**src/verilog/skio_map.svh**
```systemverilog
// Address map, field positions, opcodes and timing counts of the skip/idle execution unit
`ifndef SKIO_MAP_SVH
`define SKIO_MAP_SVH
// ==========================================================
// Register byte addresses
`define SKIO_ADDR_CTRL   8'h00
`define SKIO_ADDR_PC     8'h04
`define SKIO_ADDR_IPR    8'h08
`define SKIO_ADDR_POWER_CONTROL_REG   8'h0c
`define SKIO_ADDR_REGS   8'h10
`define SKIO_ADDR_MADDR  8'h14
`define SKIO_ADDR_MDATA  8'h18
`define SKIO_ADDR_FLAGS  8'h1c
`define SKIO_ADDR_TICKS  8'h20
// ==========================================================
// Fields and reset values
`define SKIO_CTRL_RUN    0
`define SKIO_CTRL_DIV_LO 1
`define SKIO_IME_BIT     3
`define SKIO_IDLE_BIT    2
`define SKIO_FLAG_CARRY  0
`define SKIO_FLAG_SKIP   1
`define SKIO_PC_RST      11'h000
`define SKIO_DIV_RST     2'h0
// ==========================================================
// Register indices: A E L H, pair 0 is the extended accumulator
`define SKIO_REG_A       3'h0
`define SKIO_REG_E       3'h1
`define SKIO_REG_L       3'h2
`define SKIO_REG_H       3'h3
// ==========================================================
// First bytes and second-byte patterns
`define SKIO_OP_COMPARE_SKIP_EQUAL_A_HL 8'h38
`define SKIO_OP_DECREMENT_SKIP_BORROW_R    5'b01001
`define SKIO_OP_INCREMENT_SKIP_CARRY_R    5'b01011
`define SKIO_OP_INCREMENT_SKIP_CARRY_RRB  5'b10000
`define SKIO_OP_COMPARE_SKIP_EQUAL_RIM  8'hd9
`define SKIO_OP_GRP_DD    8'hdd
`define SKIO_OP_GRP_DC    8'hdc
`define SKIO_OP_INCREMENT_SKIP_CARRY_DA   8'hca
`define SKIO_OP_GRP_FE    8'hfe
`define SKIO_OP_GRP_FF    8'hff
`define SKIO_B1_HL_IM     4'h7
`define SKIO_B1_A_R       5'b01101
`define SKIO_B1_INCREMENT_SKIP_CARRY_HL   8'h62
`define SKIO_B1_EA_HL     8'h09
`define SKIO_B1_EA_RR     5'b11101
`define SKIO_B1_DECREMENT_SKIP_BORROW_RR   5'b11011
`define SKIO_B1_INTEN     8'hb2
`define SKIO_B1_IDLE      8'ha3
// ==========================================================
// CPU clock divider: last count value, one less than system cycles per machine cycle
`define SKIO_DIV_4       6'd3
`define SKIO_DIV_8       6'd7
`define SKIO_DIV_64      6'd63
`endif

```
**src/verilog/skio_pkg.sv**
```systemverilog
// Types shared by the skip/idle execution unit
package skio_pkg;
  typedef enum logic [3:0] {
    ST_FETCH1 = 4'b0001,
    ST_FETCH2 = 4'b0010,
    ST_SKIP1  = 4'b0100,
    ST_SKIP2  = 4'b1000
  } skio_state_t;

  typedef struct packed {
    skio_state_t           st;
    logic [10:0]           pc;
    logic [7:0]            op0;
    logic [7:0][3:0]       regs;
    logic                  carry;
    logic [3:0]            interrupt_priority_reg;
    logic [3:0]            power_control_reg;
    logic                  run;
    logic [1:0]            div_sel;
    logic [7:0]            mem_addr;
    logic                  last_skip;
    logic [31:0]           prdata;
    logic                  pready;
    logic                  pslverr;
  } skio_core_t;

  typedef struct packed {
    logic [5:0]            cnt;
    logic                  tick;
    logic [15:0]           periph;
  } skio_tick_state_t;
endpackage

```
**src/verilog/skio_tick_if.sv**
```systemverilog
// Link between the execution core and its machine-cycle divider
`timescale 1ns/1ps
interface skio_tick_if;
  logic [1:0]  div_sel;
  logic        halt;
  logic        cpu_tick;
  logic [15:0] periph_count;
  modport core (output div_sel, output halt, input cpu_tick, input periph_count);
  modport gen  (input div_sel, input halt, output cpu_tick, output periph_count);
endinterface
```
**src/verilog/skio_core.sv**
```systemverilog
// Execution unit for compare/decrement/increment-skip, interrupt enable and idle
//
// Overview of operation
// [RULE1] compare_skip_equal skips when destination minus source is zero and writes neither.
// [RULE2] Accumulator-versus-indirect compare is one byte, 1+S; other compares two, 2+S.
// [RULE3] The extended_accumulator compare with memory checks A at the pointer and E at pointer+1.
// [RULE4] A compare of extended_accumulator against a selected_register_pair skips on equality.
// [RULE5] decrement_skip_borrow subtracts one from its target and skips when a borrow results.
// [RULE6] A register pair at zero wraps to all ones and counts as a borrow.
// [RULE7] Register decrement-skip is one byte, 1+S cycles; pair form two bytes, 2+S cycles.
// [RULE8] Neither decrement nor increment skip touches the carry flag.
// [RULE9] interrupts_off_instr clears master_interrupt_enable, bit 3 of interrupt_priority_reg.
// [RULE10] interrupts_on_instr sets master_interrupt_enable so latched sources get served.
// [RULE11] The idle instruction sets bit 2 of power_control_reg, halting the CPU clock only.
// [RULE12] Peripheral logic keeps running on the system clock during idle.
// [RULE13] The idle instruction is two bytes and two machine cycles.
// [RULE14] Software should follow the idle instruction with at least three no-operations.
// [RULE15] increment_skip_carry adds one, wrapping all ones to zero, and skips on carry out.
// [RULE16] Register and pair increment-skip: one byte, 1+S; memory forms: two bytes, 2+S.
// [RULE17] A met skip condition fetches and discards the next instruction, costing S cycles.
//
// Implementation choices: register access over APB and the register offsets.
`timescale 1ns/1ps
`include "skio_map.svh"
module skio_core (
  // Clock and reset
  input  wire logic        mclk,
  input  wire logic        rst,
  // APB slave
  input  wire logic        psel,
  input  wire logic        penable,
  input  wire logic        pwrite,
  input  wire logic [7:0]  paddr,
  input  wire logic [31:0] pwdata,
  output logic      [31:0] prdata,
  output logic             pready,
  output logic             pslverr,
  // Program memory, same clock, data follows pm_addr
  output logic      [10:0] pm_addr,
  input  wire logic [7:0]  pm_data,
  // Status to the rest of the chip
  output logic             master_interrupt_enable,
  output logic             cpu_idle
);
  skio_pkg::skio_core_t s_reg;
  skio_pkg::skio_core_t s_next;
  logic [3:0]           dmem [256];
  logic                 mem_we;
  logic [7:0]           mem_wa;
  logic [3:0]           mem_wd;
  logic                 skip;
  logic                 cmp_op;
  logic                 exec;
  logic [7:0]           hl;
  logic [7:0]           da;
  logic [4:0]           sum5;
  logic [8:0]           sum9;
  logic                 apb_wr;
  skio_tick_if          tk ();

  skio_tick u_tick (
    .mclk (mclk),
    .rst  (rst),
    .tk   (tk.gen)
  );

  // ==========================================================
  // Decoding helpers
  function automatic logic two_byte(input logic [7:0] b);
    two_byte = (b == `SKIO_OP_COMPARE_SKIP_EQUAL_RIM) || (b == `SKIO_OP_GRP_DD) ||
               (b == `SKIO_OP_GRP_DC) || (b == `SKIO_OP_INCREMENT_SKIP_CARRY_DA) ||
               (b == `SKIO_OP_GRP_FE) || (b == `SKIO_OP_GRP_FF);
  endfunction

  function automatic logic mapped(input logic [7:0] a);
    mapped = (a == `SKIO_ADDR_CTRL) || (a == `SKIO_ADDR_PC) || (a == `SKIO_ADDR_IPR) ||
             (a == `SKIO_ADDR_POWER_CONTROL_REG) || (a == `SKIO_ADDR_REGS) || (a == `SKIO_ADDR_MADDR) ||
             (a == `SKIO_ADDR_MDATA) || (a == `SKIO_ADDR_FLAGS) || (a == `SKIO_ADDR_TICKS);
  endfunction

  assign hl     = {s_reg.regs[`SKIO_REG_H], s_reg.regs[`SKIO_REG_L]};
  assign apb_wr = psel && penable && s_reg.pready && pwrite;

  // ==========================================================
  // Next state
  always_comb begin
    s_next = s_reg;
    mem_we = 1'b0;
    mem_wa = hl;
    mem_wd = 4'h0;
    skip   = 1'b0;
    cmp_op = 1'b0;
    exec   = 1'b0;
    da     = pm_data;
    sum5   = 5'h00;
    sum9   = 9'h000;
    if (tk.cpu_tick) begin
      s_next.pc = s_reg.pc + 11'h001;
      unique case (s_reg.st)
        skio_pkg::ST_FETCH1: begin
          if (two_byte(pm_data)) begin
            s_next.op0 = pm_data;
            s_next.st  = skio_pkg::ST_FETCH2;
          end else begin
            exec = 1'b1;
            if (pm_data == `SKIO_OP_COMPARE_SKIP_EQUAL_A_HL) begin
              cmp_op = 1'b1;
              skip   = s_reg.regs[`SKIO_REG_A] == dmem[hl];  // see [RULE2]
            end else if (pm_data[7:3] == `SKIO_OP_DECREMENT_SKIP_BORROW_R) begin
              sum5 = {1'b0, s_reg.regs[pm_data[2:0]]} - 5'h01;
              s_next.regs[pm_data[2:0]] = sum5[3:0];
              skip = sum5[4];  // see [RULE5] see [RULE7]
            end else if (pm_data[7:3] == `SKIO_OP_INCREMENT_SKIP_CARRY_R) begin
              sum5 = {1'b0, s_reg.regs[pm_data[2:0]]} + 5'h01;
              s_next.regs[pm_data[2:0]] = sum5[3:0];
              skip = sum5[4];  // see [RULE15] see [RULE16]
            end else if (pm_data[7:3] == `SKIO_OP_INCREMENT_SKIP_CARRY_RRB && !pm_data[0]) begin
              sum9 = {1'b0, s_reg.regs[{pm_data[2:1], 1'b1}],
                      s_reg.regs[{pm_data[2:1], 1'b0}]} + 9'h001;
              s_next.regs[{pm_data[2:1], 1'b1}] = sum9[7:4];
              s_next.regs[{pm_data[2:1], 1'b0}] = sum9[3:0];
              skip = sum9[8];  // see [RULE15] see [RULE16]
            end
          end
        end
        skio_pkg::ST_FETCH2: begin
          exec = 1'b1;
          unique case (s_reg.op0)
            `SKIO_OP_COMPARE_SKIP_EQUAL_RIM: begin
              cmp_op = 1'b1;
              skip   = !pm_data[3] && (s_reg.regs[pm_data[2:0]] == pm_data[7:4]);  // see [RULE1]
            end
            `SKIO_OP_GRP_DD: begin
              if (pm_data[7:4] == `SKIO_B1_HL_IM) begin
                cmp_op = 1'b1;
                skip   = dmem[hl] == pm_data[3:0];  // see [RULE1]
              end else if (pm_data[7:3] == `SKIO_B1_A_R) begin
                cmp_op = 1'b1;
                skip   = s_reg.regs[`SKIO_REG_A] == s_reg.regs[pm_data[2:0]];
              end else if (pm_data == `SKIO_B1_INCREMENT_SKIP_CARRY_HL) begin
                sum5   = {1'b0, dmem[hl]} + 5'h01;
                mem_we = 1'b1;
                mem_wd = sum5[3:0];
                skip   = sum5[4];  // see [RULE15]
              end
            end
            `SKIO_OP_GRP_DC: begin
              if (pm_data == `SKIO_B1_EA_HL) begin
                cmp_op = 1'b1;
                skip   = (s_reg.regs[`SKIO_REG_A] == dmem[hl]) &&
                         (s_reg.regs[`SKIO_REG_E] == dmem[hl + 8'h01]);  // see [RULE3]
              end else if (pm_data[7:3] == `SKIO_B1_EA_RR && !pm_data[0]) begin
                cmp_op = 1'b1;
                skip   = {s_reg.regs[`SKIO_REG_E], s_reg.regs[`SKIO_REG_A]} ==
                         {s_reg.regs[{pm_data[2:1], 1'b1}],
                          s_reg.regs[{pm_data[2:1], 1'b0}]};  // see [RULE4]
              end else if (pm_data[7:3] == `SKIO_B1_DECREMENT_SKIP_BORROW_RR && !pm_data[0]) begin
                sum9 = {1'b0, s_reg.regs[{pm_data[2:1], 1'b1}],
                        s_reg.regs[{pm_data[2:1], 1'b0}]} - 9'h001;
                s_next.regs[{pm_data[2:1], 1'b1}] = sum9[7:4];
                s_next.regs[{pm_data[2:1], 1'b0}] = sum9[3:0];
                skip = sum9[8];  // see [RULE6] see [RULE7]
              end
            end
            `SKIO_OP_INCREMENT_SKIP_CARRY_DA: begin
              da     = pm_data;
              sum5   = {1'b0, dmem[da]} + 5'h01;
              mem_we = 1'b1;
              mem_wa = da;
              mem_wd = sum5[3:0];
              skip   = sum5[4];  // see [RULE15] see [RULE16]
            end
            `SKIO_OP_GRP_FE: begin
              if (pm_data == `SKIO_B1_INTEN) begin
                s_next.interrupt_priority_reg[`SKIO_IME_BIT] = 1'b0;  // see [RULE9]
              end
            end
            `SKIO_OP_GRP_FF: begin
              if (pm_data == `SKIO_B1_INTEN) begin
                s_next.interrupt_priority_reg[`SKIO_IME_BIT] = 1'b1;  // see [RULE10]
              end else if (pm_data == `SKIO_B1_IDLE) begin
                s_next.power_control_reg[`SKIO_IDLE_BIT] = 1'b1;  // see [RULE11] see [RULE13]
              end
            end
            default: begin
              exec = 1'b1;
            end
          endcase
        end
        skio_pkg::ST_SKIP1: begin
          // Discarded bytes are fetched but never decoded beyond length
          s_next.st = two_byte(pm_data) ? skio_pkg::ST_SKIP2 : skio_pkg::ST_FETCH1; // see [RULE17]
        end
        skio_pkg::ST_SKIP2: begin
          s_next.st = skio_pkg::ST_FETCH1;  // see [RULE17]
        end
      endcase
      if (exec) begin
        s_next.last_skip = skip;
        s_next.st = skip ? skio_pkg::ST_SKIP1 : skio_pkg::ST_FETCH1;  // see [RULE17]
      end
    end

    // APB: answer one cycle into the access phase, commit at that edge
    s_next.pready  = psel && penable && !s_reg.pready;
    s_next.pslverr = psel && penable && !s_reg.pready && !mapped(paddr);
    if (psel && penable && !s_reg.pready) begin
      unique case (paddr)
        `SKIO_ADDR_CTRL:  s_next.prdata = {29'h0, s_reg.div_sel, s_reg.run};
        `SKIO_ADDR_PC:    s_next.prdata = {21'h0, s_reg.pc};
        `SKIO_ADDR_IPR:   s_next.prdata = {28'h0, s_reg.interrupt_priority_reg};
        `SKIO_ADDR_POWER_CONTROL_REG:  s_next.prdata = {28'h0, s_reg.power_control_reg};
        `SKIO_ADDR_REGS:  s_next.prdata = s_reg.regs;
        `SKIO_ADDR_MADDR: s_next.prdata = {24'h0, s_reg.mem_addr};
        `SKIO_ADDR_MDATA: s_next.prdata = {28'h0, dmem[s_reg.mem_addr]};
        `SKIO_ADDR_FLAGS: s_next.prdata = {30'h0, s_reg.last_skip, s_reg.carry};
        `SKIO_ADDR_TICKS: s_next.prdata = {16'h0, tk.periph_count};  // see [RULE12]
        default:          s_next.prdata = 32'h0000_0000;
      endcase
    end
    if (apb_wr) begin
      unique case (paddr)
        `SKIO_ADDR_CTRL: begin
          s_next.run     = pwdata[`SKIO_CTRL_RUN];
          s_next.div_sel = pwdata[`SKIO_CTRL_DIV_LO +: 2];
        end
        `SKIO_ADDR_PC:    s_next.pc = pwdata[10:0];
        `SKIO_ADDR_IPR:   s_next.interrupt_priority_reg = pwdata[3:0];
        // Clearing the idle bit is the only wake-up path here
        `SKIO_ADDR_POWER_CONTROL_REG:  s_next.power_control_reg = pwdata[3:0];
        `SKIO_ADDR_REGS:  s_next.regs = pwdata;
        `SKIO_ADDR_MADDR: s_next.mem_addr = pwdata[7:0];
        `SKIO_ADDR_FLAGS: s_next.carry = pwdata[`SKIO_FLAG_CARRY];  // see [RULE8]
        default: begin
          s_next.run = s_reg.run;
        end
      endcase
    end
  end

  always_ff @(posedge mclk) begin
    if (rst) begin
      s_reg         <= '0;
      s_reg.st      <= skio_pkg::ST_FETCH1;
      s_reg.pc      <= `SKIO_PC_RST;
      s_reg.div_sel <= `SKIO_DIV_RST;
    end else begin
      s_reg <= s_next;
    end
  end

  // Bus write wins over the core in the same cycle
  always_ff @(posedge mclk) begin
    if (apb_wr && paddr == `SKIO_ADDR_MDATA) begin
      dmem[s_reg.mem_addr] <= pwdata[3:0];
    end else if (mem_we) begin
      dmem[mem_wa] <= mem_wd;
    end
  end

  assign tk.div_sel = s_reg.div_sel;
  assign tk.halt    = !s_reg.run || s_reg.power_control_reg[`SKIO_IDLE_BIT];  // see [RULE11]

  assign prdata                  = s_reg.prdata;
  assign pready                  = s_reg.pready;
  assign pslverr                 = s_reg.pslverr;
  assign pm_addr                 = s_reg.pc;
  assign master_interrupt_enable = s_reg.interrupt_priority_reg[`SKIO_IME_BIT];
  assign cpu_idle                = s_reg.power_control_reg[`SKIO_IDLE_BIT];
endmodule

```
**src/verilog/skio_tick.sv**
```systemverilog
// Machine-cycle enable divider and free-running peripheral time base
`timescale 1ns/1ps
`include "skio_map.svh"
module skio_tick (
  // Clock and reset
  input wire logic mclk,
  input wire logic rst,
  // Core link
  skio_tick_if.gen tk
);
  skio_pkg::skio_tick_state_t s_reg;
  skio_pkg::skio_tick_state_t s_next;
  logic [5:0]                 limit;

  always_comb begin
    s_next = s_reg;
    unique case (tk.div_sel)
      2'h1:    limit = `SKIO_DIV_8;
      2'h2:    limit = `SKIO_DIV_64;
      default: limit = `SKIO_DIV_4;
    endcase
    // Peripheral base never stops: only the CPU enable is gated in idle
    s_next.periph = s_reg.periph + 16'h0001;
    if (s_reg.cnt >= limit) begin
      s_next.cnt = 6'h00;
    end else begin
      s_next.cnt = s_reg.cnt + 6'h01;
    end
    s_next.tick = (s_reg.cnt >= limit) && !tk.halt;
  end

  always_ff @(posedge mclk) begin
    if (rst) begin
      s_reg <= '0;
    end else begin
      s_reg <= s_next;
    end
  end

  assign tk.cpu_tick     = s_reg.tick;
  assign tk.periph_count = s_reg.periph;
endmodule

```
**config.mk**
```make
export PLATFORM = sky130hd
export DESIGN_NAME = skio_core
export DESIGN_NICKNAME = d
export VERILOG_FILES = /design/src/verilog/skio_pkg.sv /design/src/verilog/skio_tick_if.sv /design/src/verilog/skio_core.sv /design/src/verilog/skio_tick.sv
export VERILOG_INCLUDE_DIRS = /design/src /design/src/verilog
export SDC_FILE = /design/constraint.sdc
export NUM_CORES = 2
export LEC_CHECK = 0
export BUFFER_PORTS_ARGS = -buffer_cell sky130_fd_sc_hd__buf_2
export CAP_MARGIN = 10
export CORE_ASPECT_RATIO = 0.9
export CORE_MARGIN = 5
export CORE_UTILIZATION = 30
export DETAILED_ROUTE_END_ITERATION = 16
export HOLD_SLACK_MARGIN = 0.08
export PLACE_DENSITY = 0.51
export SYNTH_ARGS = -nofsm -noshare
export SYNTH_HDL_FRONTEND = slang
export SYNTH_HIERARCHICAL = 1
export SYNTH_SLANG_ARGS = --single-unit
```
**constraint.sdc**
```tcl
create_clock -name mclk -period 19.19 [get_ports mclk]
set_clock_uncertainty 0.15 [all_clocks]
set_input_delay 2.8785 -clock mclk [delete_from_list [all_inputs] [get_ports mclk]]
set_output_delay 2.8785 -clock mclk [all_outputs]
set_load 0.05 [all_outputs]
```
==> flow_summary.toml <==
[final_layout]
largest_reg_flops = 1024
syn_to_final_growth_pct = 9.38
seq_area_mm2 = 0.0336
multiInputGateArea_mm2 = 0.0394
finalInstanceArea_mm2 = 0.0837
fin_util_pct = 33.1
nFillCells = 24500
drive_above_1_share_pct = 31.1
fin_nets = 5090

[clock_network]
cts_root_buf = "clkbuf_16"
cts_resized = 0
cts_num_sinks = 1165
tritoncts = "yes"
ctsHoldBuffers = 0
postCtsSetupRepairBufs = 0
path_clk_slew_ns = 0.06
cts_buffers = 134
cts_buffer_depth = 3
htreeDepth = 4
clk-insertion-delay-late_ns = 0.82

[route]
wl_mm = 327
wl_per_cell_um = 38.4
via_per_inst = 6.63
first_pass_iters = 8
remaining_drc_errors = 0
dr_wl_met3_mm = 47.8
route.met2.wl_mm = 136
wl_met1_mm = 125
drt_iter0_markers = 9302
antenna_left = 0
vias = 56500
top_layer_used = "met5"

[yosys]
yosysTopAreaCellShare_pct = 40.2
ys_seq_elements = 1165
synth-simple-area-share_pct = 7.10
ys_seq_area_share_pct = 43.9
synth_adder_area_share_pct = 0.245
synth_commonest_cells = "edfxtp_1 (1024), mux4_2 (992), nor2_1 (453)"
syn_inst = 5173
yosys_warnings = 6
synthDistinctLibCells = 104
synth.largest_area_cell = "edfxtp_1"
synth_top_family_by_area = "multiplexers"
muxShareOfSynthArea_pct = 36.2
syn_area_mm2 = 0.0765
synth-compound-area-share_pct = 6.78
async_flop_share_pct = 0
synth.most_common_cell = "edfxtp_1"
ys.flop_type = "edfxtp_1"
syn_area_per_cell_um2 = 14.8
synth_nets = 5241
synthTopCellsByArea = "edfxtp_1 (40%), mux4_2 (29%), dfxtp_1 (3.7%)"
synth_edf_count = 1024
yosys.area_share.xor_xnor_pct = 0.928

[floorplanning]
dieHeight_um = 489
fp.dieW_um = 542
rows = 175
initial_utilization_pct = 30.2
core-area_mm2 = 0.253
io_pins = 100
dieArea_mm2 = 0.265

[worst_hold_path]
hold_class = "flip-flop to flip-flop"
hold_start = "s_reg[90]$_SDFFE_PP0P_"

[sta]
worst_slew_margin_rel_pct = 12.8
setup-tns-final_ns = 0
fmax_mhz = 99.7
rsz0062_at_grt = "false"
drv_slew = 0
setup_slack_ns = 9.16
worstMarginPinSlew_ns = 1.30
fin_crit_sh_pct = 52.3
setup_viol = 0
final-hold-violation-count = 0
min_period_ns = 10.03

[outcome]
status = "finished clean"

[setup_path]
critPathRequiredTime_ns = 19.53
startpoint = "pm_data[0]"
reg2reg_from = "hl[2]$_SDFF_PP0_"
end_kind = "flip-flop"
max_stage_delay_ns = 0.81
crit_type = "input pin to flip-flop"
critical_path.cell_chain = "buf_8 > buf_12 > buf_4 > mux4_2 > mux4_2 > mux4_2 > mux2i_1 > a21oi_1 > ha_1 > a22oi_1 > a21oi_4 > buf_4 > buf_4"
slowest_stage = "buf_4"
path_max_fanout = 72
cp.arrival_ns = 10.37
crit_path_start_kind = "input pin"

[power_and_ir_drop]
leakagePower_nw = 24.2
p_total_w = 0.00565
power.density_mw_per_mm2 = 67.5
vdd_ir_drop_max_uv = 93.9

[global_route]
track_usage_pct = 23.9
grt_pass1_vias = 52700
grt_max_degree = 193
grt_pass1_wl_mm = 448
grt_antenna_before_repair = 21
grt_remaining_overflow = 0

[placed_design]
portBuffers = 99
gp_congestion = 0.956
dpl-instance-area_mm2 = 0.0793
hpwl_mm = 219
dp_slack_ns = 8.45

[job]
maxCapViolations = 0
## area by class of cell
class                   count  share of cell area, %
well taps                3363                   5.03
clock inverters            79                  0.939
flip-flops and latches   1165                   40.2
repair buffers            276                   2.34
multi-input cells        3420                   47.1
clock buffers             166                   4.25
inverters                  25                  0.114
diodes                     15                 0.0449
## cell usage in the layout (no fill, tap or decap), types with 33 or more instances in the layout
cell / Yosys / routed
nand4_1: 42 / 42
o21ai_0: 90 / 90
a21oi_1: 190 / 186
xor2_1: 38 / 37
o221ai_1: 37 / 37
a22oi_1: 92 / 92
nand3_1: 162 / 161
o22ai_1: 35 / 35
a211oi_1: 60 / 59
nor2_1: 453 / 447
edfxtp_1: 1024 / 1024
mux2i_1: 244 / 244
clkbuf_16: 0 / 137
mux4_1: 79 / 79
mux4_2: 992 / 992
mux2_2: 44 / 44
nand2_1: 335 / 334
nor3_1: 65 / 65
a221oi_1: 40 / 40
buf_4: 86 / 166
dfxtp_1: 141 / 131
buf_2: 100 / 98
xnor2_1: 38 / 33
## through the flow
| step | hold WS [ns] | instances |
|---|---|---|
| finish | 0.299 | 8509 |
| global route | 0.319 | 8496 |
| CTS | 0.293 | 8491 |
| detailed placement | 0.284 | 8246 |
| global placement | 0.279 | 8245 |
| floorplan | 0.271 | 5173 |
## critical path, delay by kind of cell
| family | cells | cell delay (ns) |
|---|---|---|
| compound gates | 3 | 1.14 |
| fa+ha+maj | 1 | 0.37 |
| buf+inv | 5 | 3.23 |
| mux | 4 | 2.19 |
## worst paths after layout
path	end	slack, ns	depth (start not counted)
min reg2reg	s_reg[90]$_SDFFE_PP0P_	0.30	2
max reg2reg	dmem[214][1]$_DFFE_PP_	11.37	13
max	dmem[214][1]$_DFFE_PP_	9.16	13
min	s_reg[90]$_SDFFE_PP0P_	0.30	2
## per-layer routing
| layer | global-route usage, % | up-vias |
|---|---|---|
| met2 | 33.8 | 4690 |
| met3 | 9.27 | 760 |
| met1 | 32.6 | 29600 |
| li1 | - | 21400 |
| met4 | 10.2 | 16 |
| met5 | 0 | - |
## cell families after synthesis
logic type               Yosys count
multiplexers                    1372
AND/OR/NAND/NOR                 1208
flip-flops                      1165
AO/OA/AOI/OAI                    747
buffers and inverters            588
XOR/XNOR                          78
adder cells (fa/ha/maj)           15
## report_power, final
group / internal, W / leakage (nW) / switching, W
Clock: 0.00145 / 2.09 / 0.00115
Combinational: 0.0000935 / 11.7 / 0.000189
Sequential: 0.00276 / 10.3 / 0.00000308
Total: 0.00430 / 24.2 / 0.00134
(Power assumes the default switching activity.)
